File: config.mk
export PLATFORM = sky130hd
export DESIGN_NAME = xrs_status_irq
export DESIGN_NICKNAME = d
export VERILOG_FILES = /design/src/xrs_pkg.sv /design/src/xrs_event_cell.sv /design/src/xrs_status_irq.sv
export SDC_FILE = /design/constraint.sdc
export NUM_CORES = 1
export LEC_CHECK = 0
export ABC_CLOCK_PERIOD_IN_PS = 2000
export BUFFER_PORTS_ARGS = -buffer_cell sky130_fd_sc_hd__buf_2
export CELL_PAD_IN_SITES_DETAIL_PLACEMENT = 0
export CELL_PAD_IN_SITES_GLOBAL_PLACEMENT = 1
export CORE_MARGIN = 3
export CORE_UTILIZATION = 42
export CTS_CLUSTER_DIAMETER = 30
export CTS_CLUSTER_SIZE = 14
export DETAILED_ROUTE_END_ITERATION = 16
export PLACE_DENSITY_LB_ADDON = 0.1
export SLEW_MARGIN = 10
export SYNTH_ARGS = -nofsm -noshare
export SYNTH_HDL_FRONTEND = slang
export SYNTH_SLANG_ARGS = --single-unit
File: constraint.sdc
create_clock -name mclk_i -period 2 [get_ports mclk_i]
set_input_delay 0 -clock mclk_i [delete_from_list [all_inputs] [get_ports mclk_i]]
set_output_delay 0 -clock mclk_i [all_outputs]
set_load 0.03 [all_outputs]
File: src/xrs_pkg.sv
// Purpose: constants for the resampler/transmitter status and interrupt block
// Assumes: byte-wide registers reached over a simple host register port
// Notes: offsets are register indices on the serial control port
package xrs_pkg;
  localparam logic [7:0] ADDR_TX_CTRL1 = 8'h07;
  localparam logic [7:0] ADDR_TX_CTRL2 = 8'h08;
  localparam logic [7:0] ADDR_TX_SRC_CFG = 8'h09;
  localparam logic [7:0] ADDR_EVENT_STATUS = 8'h0a;
  localparam logic [7:0] ADDR_EVENT_MASK = 8'h0b;
  localparam logic [7:0] ADDR_EVENT_TRIG = 8'h0c;
  localparam logic [7:0] ADDR_SUMMARY = 8'h02;
  // event bit positions, shared by status and mask
  localparam int BIT_COPY = 0;
  localparam int BIT_SLIP = 1;
  localparam int BIT_READY = 4;
  localparam int BIT_RATIO = 5;
  // control register 0x07 fields
  localparam int BIT_SLIP_SEL = 0;
  localparam int BIT_VALID = 1;
  // control register 0x08 fields
  localparam int BIT_COPY_DIS = 3;
  localparam int BIT_BYP_LO = 6;
  // source configuration fields
  localparam int BIT_VAL_SRC = 2;
  // summary register bits
  localparam int BIT_SUM_TX = 0;
  localparam int BIT_SUM_RS = 1;
  localparam logic [7:0] EVENT_BITS = 8'h33;
  localparam logic [7:0] SRC_CFG_BITS = 8'h07;
  localparam logic [7:0] RESET_BYTE = 8'h00;
  localparam int HOST_BYTES = 10;
  typedef enum logic [1:0] {
    TRIG_RISE,
    TRIG_FALL,
    TRIG_LEVEL,
    TRIG_RSVD
  } xrs_trig_t;
  typedef enum logic [1:0] {
    CU_NONE,
    CU_HOST,
    CU_CAPTURE,
    CU_SPLIT
  } xrs_cu_src_t;
endpackage

File: src/xrs_event_cell.sv
// Purpose: one event flag with trigger-mode selection and mask gating
// Assumes: cond_i already synchronised to mclk_i
// Notes: edge flags are sticky until a status read; level flags follow cond
`timescale 1ns/1ps
module xrs_event_cell (
  input wire logic mclk_i,
  input wire logic rst_i,
  input wire logic cond_i,
  input wire logic mask_i,
  input wire logic [1:0] mode_i,
  input wire logic clear_i,
  output logic flag_o
);
  import xrs_pkg::*;
  logic cond_q;
  logic hit;

  // previous condition for edge detection
  always_ff @(posedge mclk_i) begin
    if (rst_i) begin
      cond_q <= 1'b0;
    end else begin
      cond_q <= cond_i;
    end
  end

  // reserved mode triggers nothing; host must not pick it
  always_comb begin
    case (xrs_trig_t'(mode_i))
      TRIG_RISE: hit = cond_i & ~cond_q;
      TRIG_FALL: hit = ~cond_i & cond_q;
      TRIG_LEVEL: hit = cond_i;
      default: hit = 1'b0;
    endcase
  end

  // a new event in the clearing cycle wins over the read clear
  always_ff @(posedge mclk_i) begin
    if (rst_i) begin
      flag_o <= 1'b0;
    end else if (!mask_i) begin
      flag_o <= 1'b0;
    end else if (xrs_trig_t'(mode_i) == TRIG_LEVEL) begin
      flag_o <= cond_i;
    end else if (hit) begin
      flag_o <= 1'b1;
    end else if (clear_i) begin
      flag_o <= 1'b0;
    end
  end

  rising_sets_a: assert property (@(posedge mclk_i) disable iff (rst_i)
    (mask_i && mode_i == 2'b00 && cond_i && !cond_q) |=> flag_o)
    else $error("rising edge did not set flag");
  masked_clear_a: assert property (@(posedge mclk_i) disable iff (rst_i)
    !mask_i |=> !flag_o)
    else $error("masked flag is set");
  level_follow_a: assert property (@(posedge mclk_i) disable iff (rst_i)
    (mask_i && mode_i == 2'b10) |=> (flag_o == $past(cond_i)))
    else $error("level flag does not follow condition");
endmodule

File: src/xrs_status_irq.sv
// Purpose: event status, mask, trigger mode and transmitter source control
// Summary of operation
// - bypass select picks receiver one to four
// - source field 00 blocks all buffer updates
// - 01 host writes only; 10 capture loads
// - 11 first ten bytes host, rest capture
// - validity from control bit or receiver passthrough
// - copy-done flag on completed transfer, enabled, unmasked
// - slip flag on slip or block start
// - copy or slip flag drives interrupt, tx summary
// - estimator-ready flag when both estimators finish
// - ratio flag while input rate exceeds output
// - ready or ratio flag drives interrupt, summary
// - status layout bits 5,4,1,0; others zero
// - mask bits per source, zero masks
// - trigger mode rise, fall, level, reserved
// - trigger mode field positions per source
// - source config upper bits zero, fields low
// - slip select zero slip, one block start
// - ratio trigger mode uses same encoding
// Assumes: serial control port already decoded into byte read/write strobes
// Notes: events from other clock domains pass three flip-flops
`timescale 1ns/1ps
module xrs_status_irq (
  input wire logic mclk_i,
  input wire logic rst_i,
  // host register port
  input wire logic reg_wr_i,
  input wire logic reg_rd_i,
  input wire logic [7:0] reg_addr_i,
  input wire logic [7:0] reg_wdata_i,
  output logic [7:0] reg_rdata_o,
  // raw event conditions from other clock domains
  input wire logic copy_done_i,
  input wire logic data_slip_i,
  input wire logic block_start_i,
  input wire logic est_in_done_i,
  input wire logic est_out_done_i,
  input wire logic rate_in_gt_out_i,
  // buffer byte write requests
  input wire logic [7:0] buf_byte_idx_i,
  input wire logic host_buf_wr_i,
  input wire logic capture_buf_wr_i,
  output logic buf_wr_en_o,
  output logic buf_from_host_o,
  // validity and bypass
  input wire logic rx_validity_i,
  input wire logic [3:0] line_rx_i,
  output logic tx_validity_o,
  output logic bypass_data_o,
  output logic copy_disable_o,
  output logic int_n_o
);
  import xrs_pkg::*;
  logic [7:0] tx_ctrl1;
  logic [7:0] tx_ctrl2;
  logic [7:0] src_cfg;
  logic [7:0] event_mask;
  logic [7:0] event_trig;
  logic [7:0] event_status;
  logic [7:0] summary;
  logic [5:0] raw;
  logic [5:0] s1;
  logic [5:0] s2;
  logic [5:0] s3;
  logic [5:0] stable;
  logic [3:0] cond;
  logic [3:0] flag;
  logic status_rd;
  logic [1:0] byp_sel;
  logic [1:0] cu_src;
  logic next_wr_en;
  logic next_from_host;

  assign raw = {rate_in_gt_out_i, est_out_done_i, est_in_done_i,
                block_start_i, data_slip_i, copy_done_i};

  // three-stage sync; a change counts once stages two and three agree
  always_ff @(posedge mclk_i) begin
    if (rst_i) begin
      s1 <= '0;
      s2 <= '0;
      s3 <= '0;
      stable <= '0;
    end else begin
      s1 <= raw;
      s2 <= s1;
      s3 <= s2;
      stable <= (s2 & s3) | (stable & (s2 | s3));
    end
  end

  // host register writes; unused mask and source config bits stored as zero
  always_ff @(posedge mclk_i) begin
    if (rst_i) begin
      tx_ctrl1 <= RESET_BYTE;
      tx_ctrl2 <= RESET_BYTE;
      src_cfg <= RESET_BYTE;
      event_mask <= RESET_BYTE;
      event_trig <= RESET_BYTE;
    end else if (reg_wr_i) begin
      if (reg_addr_i == ADDR_TX_CTRL1) begin
        tx_ctrl1 <= reg_wdata_i;
      end else if (reg_addr_i == ADDR_TX_CTRL2) begin
        tx_ctrl2 <= reg_wdata_i;
      end else if (reg_addr_i == ADDR_TX_SRC_CFG) begin
        src_cfg <= reg_wdata_i & SRC_CFG_BITS;
      end else if (reg_addr_i == ADDR_EVENT_MASK) begin
        event_mask <= reg_wdata_i & EVENT_BITS;
      end else if (reg_addr_i == ADDR_EVENT_TRIG) begin
        event_trig <= reg_wdata_i;
      end
    end
  end

  assign byp_sel = tx_ctrl2[BIT_BYP_LO +: 2];
  assign cu_src = src_cfg[1:0];

  // per-source event conditions
  always_comb begin
    cond[0] = stable[0] & ~tx_ctrl2[BIT_COPY_DIS];
    cond[1] = tx_ctrl1[BIT_SLIP_SEL] ? stable[2] : stable[1];
    cond[2] = stable[3] & stable[4];
    cond[3] = stable[5];
  end

  assign status_rd = reg_rd_i && (reg_addr_i == ADDR_EVENT_STATUS);

  // one cell per source; mode field pairs sit at 2*i
  localparam int POS [4] = '{BIT_COPY, BIT_SLIP, BIT_READY, BIT_RATIO};
  genvar i;
  generate
    for (i = 0; i < 4; i++) begin : g_ev
      xrs_event_cell u_cell (
        .mclk_i(mclk_i),
        .rst_i(rst_i),
        .cond_i(cond[i]),
        .mask_i(event_mask[POS[i]]),
        .mode_i(event_trig[2*i +: 2]),
        .clear_i(status_rd),
        .flag_o(flag[i])
      );
    end
  endgenerate

  // status layout with zero in unused bits
  always_comb begin
    event_status = 8'h00;
    event_status[BIT_COPY] = flag[0];
    event_status[BIT_SLIP] = flag[1];
    event_status[BIT_READY] = flag[2];
    event_status[BIT_RATIO] = flag[3];
    summary = 8'h00;
    summary[BIT_SUM_TX] = flag[0] | flag[1];
    summary[BIT_SUM_RS] = flag[2] | flag[3];
  end

  // interrupt low while any flag stands; flags are already mask-gated
  always_ff @(posedge mclk_i) begin
    if (rst_i) begin
      int_n_o <= 1'b1;
    end else begin
      int_n_o <= ~|flag;
    end
  end

  // read data registered; unmapped reads return zero
  always_ff @(posedge mclk_i) begin
    if (rst_i) begin
      reg_rdata_o <= 8'h00;
    end else if (reg_rd_i) begin
      if (reg_addr_i == ADDR_TX_CTRL1) begin
        reg_rdata_o <= tx_ctrl1;
      end else if (reg_addr_i == ADDR_TX_CTRL2) begin
        reg_rdata_o <= tx_ctrl2;
      end else if (reg_addr_i == ADDR_TX_SRC_CFG) begin
        reg_rdata_o <= src_cfg;
      end else if (reg_addr_i == ADDR_EVENT_STATUS) begin
        reg_rdata_o <= event_status;
      end else if (reg_addr_i == ADDR_EVENT_MASK) begin
        reg_rdata_o <= event_mask;
      end else if (reg_addr_i == ADDR_EVENT_TRIG) begin
        reg_rdata_o <= event_trig;
      end else if (reg_addr_i == ADDR_SUMMARY) begin
        reg_rdata_o <= summary;
      end else begin
        reg_rdata_o <= 8'h00;
      end
    end
  end

  // host-side buffer write gating by source field
  always_comb begin
    next_wr_en = 1'b0;
    next_from_host = 1'b0;
    case (xrs_cu_src_t'(cu_src))
      CU_NONE: begin
        next_wr_en = 1'b0;
      end
      CU_HOST: begin
        next_wr_en = host_buf_wr_i;
        next_from_host = 1'b1;
      end
      CU_CAPTURE: begin
        next_wr_en = capture_buf_wr_i;
      end
      default: begin
        // split point sits at a fixed byte index
        next_from_host = buf_byte_idx_i < 8'(HOST_BYTES);
        next_wr_en = next_from_host ? host_buf_wr_i : capture_buf_wr_i;
      end
    endcase
  end

  // buffer strobe, validity and bypass all registered outputs
  always_ff @(posedge mclk_i) begin
    if (rst_i) begin
      buf_wr_en_o <= 1'b0;
      buf_from_host_o <= 1'b0;
      tx_validity_o <= 1'b0;
      bypass_data_o <= 1'b0;
      copy_disable_o <= 1'b0;
    end else begin
      buf_wr_en_o <= next_wr_en;
      buf_from_host_o <= next_from_host;
      // one register stage; same cycle as the control-bit path
      tx_validity_o <= src_cfg[BIT_VAL_SRC] ? rx_validity_i
                                            : tx_ctrl1[BIT_VALID];
      bypass_data_o <= line_rx_i[byp_sel];
      copy_disable_o <= tx_ctrl2[BIT_COPY_DIS];
    end
  end

  no_update_a: assert property (@(posedge mclk_i) disable iff (rst_i)
    (cu_src == 2'b00) |=> !buf_wr_en_o)
    else $error("buffer written with source field zero");
  split_host_a: assert property (@(posedge mclk_i) disable iff (rst_i)
    (cu_src == 2'b11 && buf_byte_idx_i < 8'd10) |=> buf_from_host_o)
    else $error("early byte not from host");
  split_cap_a: assert property (@(posedge mclk_i) disable iff (rst_i)
    (cu_src == 2'b11 && buf_byte_idx_i >= 8'd10) |=> !buf_from_host_o)
    else $error("late byte not from capture");
  host_only_a: assert property (@(posedge mclk_i) disable iff (rst_i)
    (cu_src == 2'b01) |=> (buf_wr_en_o == $past(host_buf_wr_i)))
    else $error("host mode write mismatch");
  validity_src_a: assert property (@(posedge mclk_i) disable iff (rst_i)
    1'b1 |=> tx_validity_o == ($past(src_cfg[2]) ? $past(rx_validity_i)
                                                 : $past(tx_ctrl1[1])))
    else $error("validity source wrong");
  bypass_sel_a: assert property (@(posedge mclk_i) disable iff (rst_i)
    1'b1 |=> bypass_data_o == $past(line_rx_i[byp_sel]))
    else $error("bypass source wrong");
  irq_low_a: assert property (@(posedge mclk_i) disable iff (rst_i)
    (|flag) |=> !int_n_o)
    else $error("interrupt not asserted");
  irq_release_a: assert property (@(posedge mclk_i) disable iff (rst_i)
    !(|flag) |=> int_n_o)
    else $error("interrupt not released");
  status_zero_a: assert property (@(posedge mclk_i) disable iff (rst_i)
    (event_status & 8'hcc) == 8'h00)
    else $error("reserved status bit set");
  copy_dis_a: assert property (@(posedge mclk_i) disable iff (rst_i)
    (tx_ctrl2[3] && !flag[0]) |=> !flag[0] || event_trig[1:0] == 2'b11)
    else $error("copy flag set while disabled");
  cap_only_a: assert property (@(posedge mclk_i) disable iff (rst_i)
    (cu_src == 2'b10) |=> (buf_wr_en_o == $past(capture_buf_wr_i)))
    else $error("capture mode write mismatch");
  cap_src_a: assert property (@(posedge mclk_i) disable iff (rst_i)
    (cu_src == 2'b10) |=> !buf_from_host_o)
    else $error("capture mode source wrong");
  host_src_a: assert property (@(posedge mclk_i) disable iff (rst_i)
    (cu_src == 2'b01) |=> buf_from_host_o)
    else $error("host mode source wrong");
  // register writes keep only the bits that exist; a stray bit would misroute events
  mask_wr_a: assert property (@(posedge mclk_i) disable iff (rst_i)
    (reg_wr_i && reg_addr_i == ADDR_EVENT_MASK) |=>
      (event_mask == ($past(reg_wdata_i) & 8'h33)))
    else $error("mask register kept a reserved bit");
  cfg_wr_a: assert property (@(posedge mclk_i) disable iff (rst_i)
    (reg_wr_i && reg_addr_i == ADDR_TX_SRC_CFG) |=>
      (src_cfg == ($past(reg_wdata_i) & 8'h07)))
    else $error("source config kept a reserved bit");
  trig_wr_a: assert property (@(posedge mclk_i) disable iff (rst_i)
    (reg_wr_i && reg_addr_i == ADDR_EVENT_TRIG) |=>
      (event_trig == $past(reg_wdata_i)))
    else $error("trigger mode register not stored");
  status_rd_a: assert property (@(posedge mclk_i) disable iff (rst_i)
    status_rd |=> (reg_rdata_o == $past(event_status)))
    else $error("status read returned wrong flags");
  copy_dis_o_a: assert property (@(posedge mclk_i) disable iff (rst_i)
    1'b1 |=> (copy_disable_o == $past(tx_ctrl2[3])))
    else $error("copy disable output wrong");
  // a synchronised bit may only move once stages two and three agree
  sync_hold_a: assert property (@(posedge mclk_i) disable iff (rst_i)
    1'b1 |=> ((($past(s2) ^ $past(s3)) & (stable ^ $past(stable))) == 6'h00))
    else $error("event moved before synchroniser agreed");

  irq_seen_c: cover property (@(posedge mclk_i) disable iff (rst_i) $fell(int_n_o));
  irq_gone_c: cover property (@(posedge mclk_i) disable iff (rst_i) $rose(int_n_o));
  split_c: cover property (@(posedge mclk_i) disable iff (rst_i)
    cu_src == 2'b11 && buf_wr_en_o);
  ready_c: cover property (@(posedge mclk_i) disable iff (rst_i)
    flag[2]);
  slip_c: cover property (@(posedge mclk_i) disable iff (rst_i)
    flag[1]);
endmodule

==> flow_summary_export.csv, run 1 <==
group,metric,value,unit
run_status,status,"finished clean",
logic_synthesis,synth-seq-cells,77,
sta,fmax,698,MHz
layout,final_cells,503,
sta,slew_headroom,66.4,%
sta,slew_viol_final,0,
critical_path,arrival,1.66,ns
clock_network,ctsLongestPathBuffers,2,
run,max_cap_violations,0,
layout,final_common_cell,"dfxtp_1",
global_route,gr-total-overflow,0,
layout,area_growth,24.8,%
clock_network,clk_pin_slew,0.08,ns
placed_design,port_buffers,53,
clock_network,clock_latency,0.34,ns
layout,fin_nets,443,
logic_synthesis,synth.area.top_cells,"dfxtp_1 (49%), mux2i_1 (11%), nor2b_1 (6.6%)",
sta,period_minus_slack,1.43,ns
clock_network,cts_buffers,9,
critical_path,path_cells,"nand3_1, a32oi_1, dlygate4sd3_1, nor2_1",
logic_synthesis,syn-num-nets,369,
global_route,grt_pass1_wl,11.8,mm
clock_network,post_cts_buffers,0,
critical_path,cp_slowest_cell,"dlygate4sd3_1",
clock_network,clockRootBuffer,"clkbuf_8",
logic_synthesis,ys_async_sr_fraction,0,%
detailed_routing,wl,7.16,mm
detailed_routing,drcViolationCount,0,
clock_network,h-tree-depth,3,
logic_synthesis,ys_types,44,
global_route,track_usage,17.6,%
logic_synthesis,netlist_instances,328,
sta,final.setup.tns,0,ns
critical_path,cp.required,2.23,ns
layout,layout_common_cells,"dfxtp_1 (77), buf_2 (53), nor2_1 (47)",
logic_synthesis,synth_area_leader_cell,"dfxtp_1",
floorplanning,core-area,6980,µm²
logic_synthesis,avgSynthCellArea,9.50,µm²
critical_path,cp_max_fo,4,
logic_synthesis,seq_area_frac_synth,49.5,%
sta,hold_viol_final,0,
global_route,antenna_found_initial,0,
placed_design,dpl.hpwl,5.12,mm
floorplanning,dieArea,8490,µm²
clock_network,cts_tree,"yes",
logic_synthesis,synth_area,3120,µm²
floorplanning,die_h,92.1,µm
global_route,grt_max_degree,38,
detailed_routing,antenna_left,0,
global_route,grt_pass1_vias,2394,
critical_path,worstSetupPathType,"register to register",
sta,tightest_slew,0.502,ns
hold_path,min_path_type,"primary input to register",
sta,fin_crit_sh,71.7,%
critical_path,slowest_delay,0.58,ns
power_and_ir_drop,power.leakage,1.59,nW
detailed_routing,drt-pass1-iter-count,4,
detailed_routing,vias_per_cell,5.09,
floorplanning,rows,30,
sta,setup_viol,0,
detailed_routing,wl_per_cell,14.2,µm
logic_synthesis,ys_warn_count,0,
logic_synthesis,ys.flop_type,"dfxtp_1",
clock_network,clock-sinks,77,
detailed_routing,num_vias,2560,
critical_path,start_kind,"register",
layout,num_antenna_cells,0,
placed_design,gp_congestion,0.806,
detailed_routing,drtIter0Drc,116,
logic_synthesis,synth_top_area_share,49.5,%
placed_design,place_inst,471,
layout,drive_gt1_share,20.9,%
floorplanning,die_w,92.1,µm
logic_synthesis,synth_edf_count,0,
sta,fin_skew,0.00925,ns
sta,rsz0062_at_grt,"false",
floorplanning,start_util,44.6,%
critical_path,critPathCaptureType,"register",
power_and_ir_drop,ir_drop,0.000413,V
floorplanning,io_pins,55,
power_and_ir_drop,power.density,776,nW/µm²
[final cells by class]
| cell class | count | area, µm² |
|---|---|---|
| tap | 96 | 120 |
| inverter | 4 | 15.0 |
| clock buffer | 10 | 138 |
| clock inverter | 6 | 86.3 |
| fill | 678 | 3090 |
| timing repair buffer | 77 | 485 |
| multi-input combinational | 233 | 1500 |
| sequential | 77 | 1540 |
[flip-flops by register name (all words and copies together), names as in the netlist, 6 cells and up]
signal and count:
tx_ctrl1 8, s2 6, tx_ctrl2 8, reg_rdata_o 8, s1 6, s3 6, event_trig 8, stable 6
[worst max-delay path: cells and delay by family (launching register included)]
family	cells	cell delay, ns
AND/OR/NAND/NOR	2	0.15
buffers and inverters	1	0.58
flip-flops	1	0.39
AO/OA/AOI/OAI	1	0.21
[where the power goes]
group | internal [mW] | switching [mW]
Sequential | 1.55 | 0.00639
Clock | 0.734 | 0.560
Combinational | 0.0755 | 0.0929
[cell usage after synthesis (all sizes together), types with 5 or more instances]
library cell,n
dfxtp,77
nor2,49
mux2i,34
nor2b,33
o21ai,19
nand2,16
a21oi,14
clkbuf,12
nand2b,6
nor3,6
nor3b,6
and3,5
[per-stage QoR]
stage                     setup slack [ns]  hold slack, ns  total power [mW]  instance area (µm²)  utilization (%)
after floorplan                      0.605           0.128              1.66                 3120                -
after global placement               0.318           0.208              1.74                 3500             50.2
after detailed placement             0.267           0.214              1.74                 3500             50.2
after CTS                            0.591          0.0189              3.06                 3890             55.7
after global routing                 0.473          0.0308              3.14                 3890             55.7
final                                0.567          0.0337              3.02                 3890             55.7
[routing by layer]
metal / vias to the layer above / GRT usage (%) / part of all wire (%)
met1: 1201 / 23.8 / 49
met5: - / 0 / 0
met2: 56 / 27.6 / 46
met4: 0 / 5.57 / 0.64
li1: 1298 / - / -
met3: 5 / 4.51 / 4.7
[kinds of logic (layout without fill, tap and decap cells)]
| kind of cell | count (synthesis) | after routing | synth area share (%) |
|---|---|---|---|
| simple gates | 138 | 138 | 24.1 |
| flops | 77 | 77 | 49.5 |
| mux | 35 | 35 | 11.6 |
| compound gates | 60 | 60 | 12.4 |
| buf+inv | 18 | 97 | 2.33 |
[path summary, 6_finish.rpt]
| check | start | cells past startpoint | endpoint | slack, ns |
|---|---|---|---|---|
| worst min-delay path | reg_wdata_i[1] | 3 | src_cfg[1]$_SDFFE_PP0P_ | 0.03 |
| worst min register to register | s1[2]$_SDFF_PP0_ | 1 | s2[2]$_SDFF_PP0_ | 0.44 |
| worst max register to register | src_cfg[0]$_SDFFE_PP0P_ | 4 | buf_wr_en_o$_SDFF_PP0_ | 0.57 |
| worst max-delay path | src_cfg[0]$_SDFFE_PP0P_ | 4 | buf_wr_en_o$_SDFF_PP0_ | 0.57 |
[what timing repair did]
item | 4_1_cts | 5_1_grt
hold endpoints to repair | 29 | 0
hold buffers | 16 | 0
resized for setup | 0 | 0
endpoints found under the setup margin | 0 | 0
Note: power is estimated with default switching activity, not from simulation.
==> inputs of run 2 (changes only) <==
--- a/config.mk
+++ b/config.mk
@@ -5,7 +5,7 @@
 export SDC_FILE = /design/constraint.sdc
 export NUM_CORES = 1
 export LEC_CHECK = 0
-export ABC_CLOCK_PERIOD_IN_PS = 2000
+export ABC_CLOCK_PERIOD_IN_PS = 1400
 export BUFFER_PORTS_ARGS = -buffer_cell sky130_fd_sc_hd__buf_2
 export CELL_PAD_IN_SITES_DETAIL_PLACEMENT = 0
 export CELL_PAD_IN_SITES_GLOBAL_PLACEMENT = 1
==> constraint.sdc (replaced) <==
create_clock -name mclk_i -period 1.4 [get_ports mclk_i]
set_input_delay 0 -clock mclk_i [delete_from_list [all_inputs] [get_ports mclk_i]]
set_output_delay 0 -clock mclk_i [all_outputs]
set_load 0.03 [all_outputs]
==> run 2 against run 1 <==
  * Count of clock-buffer cells in the layout is 1 lower
  * Global-route usage rose by 0.65 points
  * Critical path depth grew 2
  * Clock power rose by 55%
  * Core utilization increased by 2.3 points
  * Hold slack got worse by 0.025 ns
  * Wire length grew 3.5%
  * Total power up 49%
  * Non-clock buffer count grew 15
  * Via count grew 1.8%
  * Final area is 4.2% higher
  * Largest power group unchanged
  * Highest routed layer unchanged
==> flow_summary_export.csv, run 2 (synthesized netlist as in run 1, its figures left out) <==
group,metric,value,unit
critical_path,start_kind,"primary input",
detailed_routing,drt-pass1-iter-count,4,
layout,final_cells,517,
critical_path,critPathCaptureType,"register",
floorplanning,dieArea,8490,µm²
global_route,antenna_found_initial,0,
power_and_ir_drop,p_switching,0.971,mW
clock_network,h-tree-depth,3,
detailed_routing,vias_per_cell,5.04,
sta,fmax,781,MHz
floorplanning,io_pins,55,
layout,layout_common_cells,"dfxtp_1 (77), buf_2 (53), nor2_1 (47)",
floorplanning,rows,30,
sta,setup_viol,0,
sta,tightest_slew,0.327,ns
critical_path,timing.rr.start,"tx_ctrl1[0]$_SDFFE_PP0P_",
clock_network,clock_latency,0.35,ns
global_route,grt_pass1_vias,2482,
critical_path,arrival,1.51,ns
power_and_ir_drop,power,4.49,mW
placed_design,gp_congestion,0.788,
power_and_ir_drop,power.share.switching,21.6,%
sta,rsz0062_at_grt,"false",
power_and_ir_drop,power.density,1110,nW/µm²
layout,fin_nets,458,
layout,final_common_cell,"dfxtp_1",
detailed_routing,wl,7.41,mm
detailed_routing,drcViolationCount,0,
clock_network,ctsLongestPathBuffers,2,
sta,slew_headroom,78.2,%
layout,num_antenna_cells,0,
layout,post-route-util,58.0,%
critical_path,cp.required,1.63,ns
hold_path,min_path_type,"primary input to register",
run_status,status,"finished clean",
power_and_ir_drop,ir_drop,0.000762,V
sta,period_minus_slack,1.28,ns
clock_network,cts_tree,"yes",
sta,fin_crit_sh,91.4,%
critical_path,crit_start,"reg_addr_i[5]",
hold_path,min_from,"reg_wdata_i[1]",
layout,drive_gt1_share,24.5,%
clock_network,clk_pin_slew,0.08,ns
layout,fillers,659,
global_route,gr-total-overflow,0,
power_and_ir_drop,clock_power_share,44.5,%
sta,slew_viol_final,0,
placed_design,dpl.hpwl,5.20,mm
critical_path,cp_max_fo,5,
clock_network,post_cts_buffers,0,
global_route,track_usage,18.3,%
sta,fin_skew,0.00841,ns
floorplanning,core-area,6980,µm²
power_and_ir_drop,power.leakage,1.69,nW
clock_network,clockRootBuffer,"clkbuf_8",
power_and_ir_drop,comb_power_share,6.0,%
layout,stdcell_area,4050,µm²
sta,final.setup.tns,0,ns
critical_path,worstSetupPathType,"primary input to register",
clock_network,cts_buffers,9,
floorplanning,die_w,92.1,µm
placed_design,post_dp_cell_area,3650,µm²
layout,area_growth,30.0,%
global_route,grt_max_degree,77,
placed_design,port_buffers,53,
sta,hold_viol_final,0,
power_and_ir_drop,power.internal,3.52,mW
clock_network,clock-sinks,77,
detailed_routing,wl_per_cell,14.3,µm
detailed_routing,drtIter0Drc,110,
detailed_routing,num_vias,2606,
detailed_routing,antenna_left,0,
global_route,grt_pass1_wl,12.2,mm
run,max_cap_violations,0,
floorplanning,die_h,92.1,µm
power_and_ir_drop,seqPwrFrac,49.5,%
placed_design,place_inst,487,
floorplanning,start_util,44.6,%
## run 2: area by class of cell
| cell class | count | area, µm² | share of cell area [%] |
|---|---|---|---|
| clock buffers | 9 | 124 | 3.06 |
| clock inverters | 6 | 111 | 2.75 |
| inverters | 4 | 15.0 | 0.370 |
| multi-input cells | 233 | 1520 | 37.5 |
| flip-flops and latches | 77 | 1540 | 38.0 |
| well taps | 96 | 120 | 2.96 |
| repair buffers | 92 | 621 | 15.3 |
## run 2: power groups by stage
stage | Sequential [mW] | Clock (mW) | Combinational (mW)
after floorplan | 2.27 | 0 | 0.0966
after global placement | 2.27 | 0 | 0.232
after detailed placement | 2.27 | 0 | 0.235
after CTS | 2.22 | 2.04 | 0.268
after global routing | 2.22 | 2.13 | 0.295
final | 2.22 | 2.00 | 0.268
## run 2: worst paths after layout
| path | endpoint | slack (ns) | cells past startpoint |
|---|---|---|---|
| worst min register to register | s2[1]$_SDFF_PP0_ | 0.44 | 1 |
| worst max-delay path | g_ev[0].u_cell.flag_o$_SDFFE_PP0P_ | 0.12 | 6 |
| worst max register to register | g_ev[1].u_cell.flag_o$_SDFFE_PP0P_ | 0.21 | 4 |
| worst min-delay path | event_mask[1]$_SDFFE_PP0P_ | 0.009 | 3 |
## run 2: metrics by stage
| stage | worst slack [ns] | hold slack, ns |
|---|---|---|
| 6_report | 0.120 | 0.00889 |
| 5_1_grt | 0.0581 | 0.0301 |
| 4_1_cts | 0.0554 | 0.00530 |
| 3_5_place_dp | -0.318 | 0.213 |
| 3_3_place_gp | -0.235 | 0.207 |
| 2_1_floorplan | 0.00461 | 0.128 |
## run 2: worst max-delay path, stage by stage
cell	delay [ns]
buf_2	0.11
or4_4	0.58
nor3_4	0.26
nand3_2	0.18
a311oi_1	0.30
nor3b_1	0.07
## run 2: per-layer routing
layer  wire length [µm]  track usage, %  up-vias
met5                  0               0        -
met4                100            7.43        0
met3                320            3.20        8
met2               3280            28.2       54
met1               3710            25.2     1205
li1                   -               -     1339
## run 2: timing repair
action | CTS | global route
resized for setup | 0 | 3
hold endpoints to repair | 29 | 0
endpoints found under the setup margin | 0 | 2
hold buffers | 15 | 0
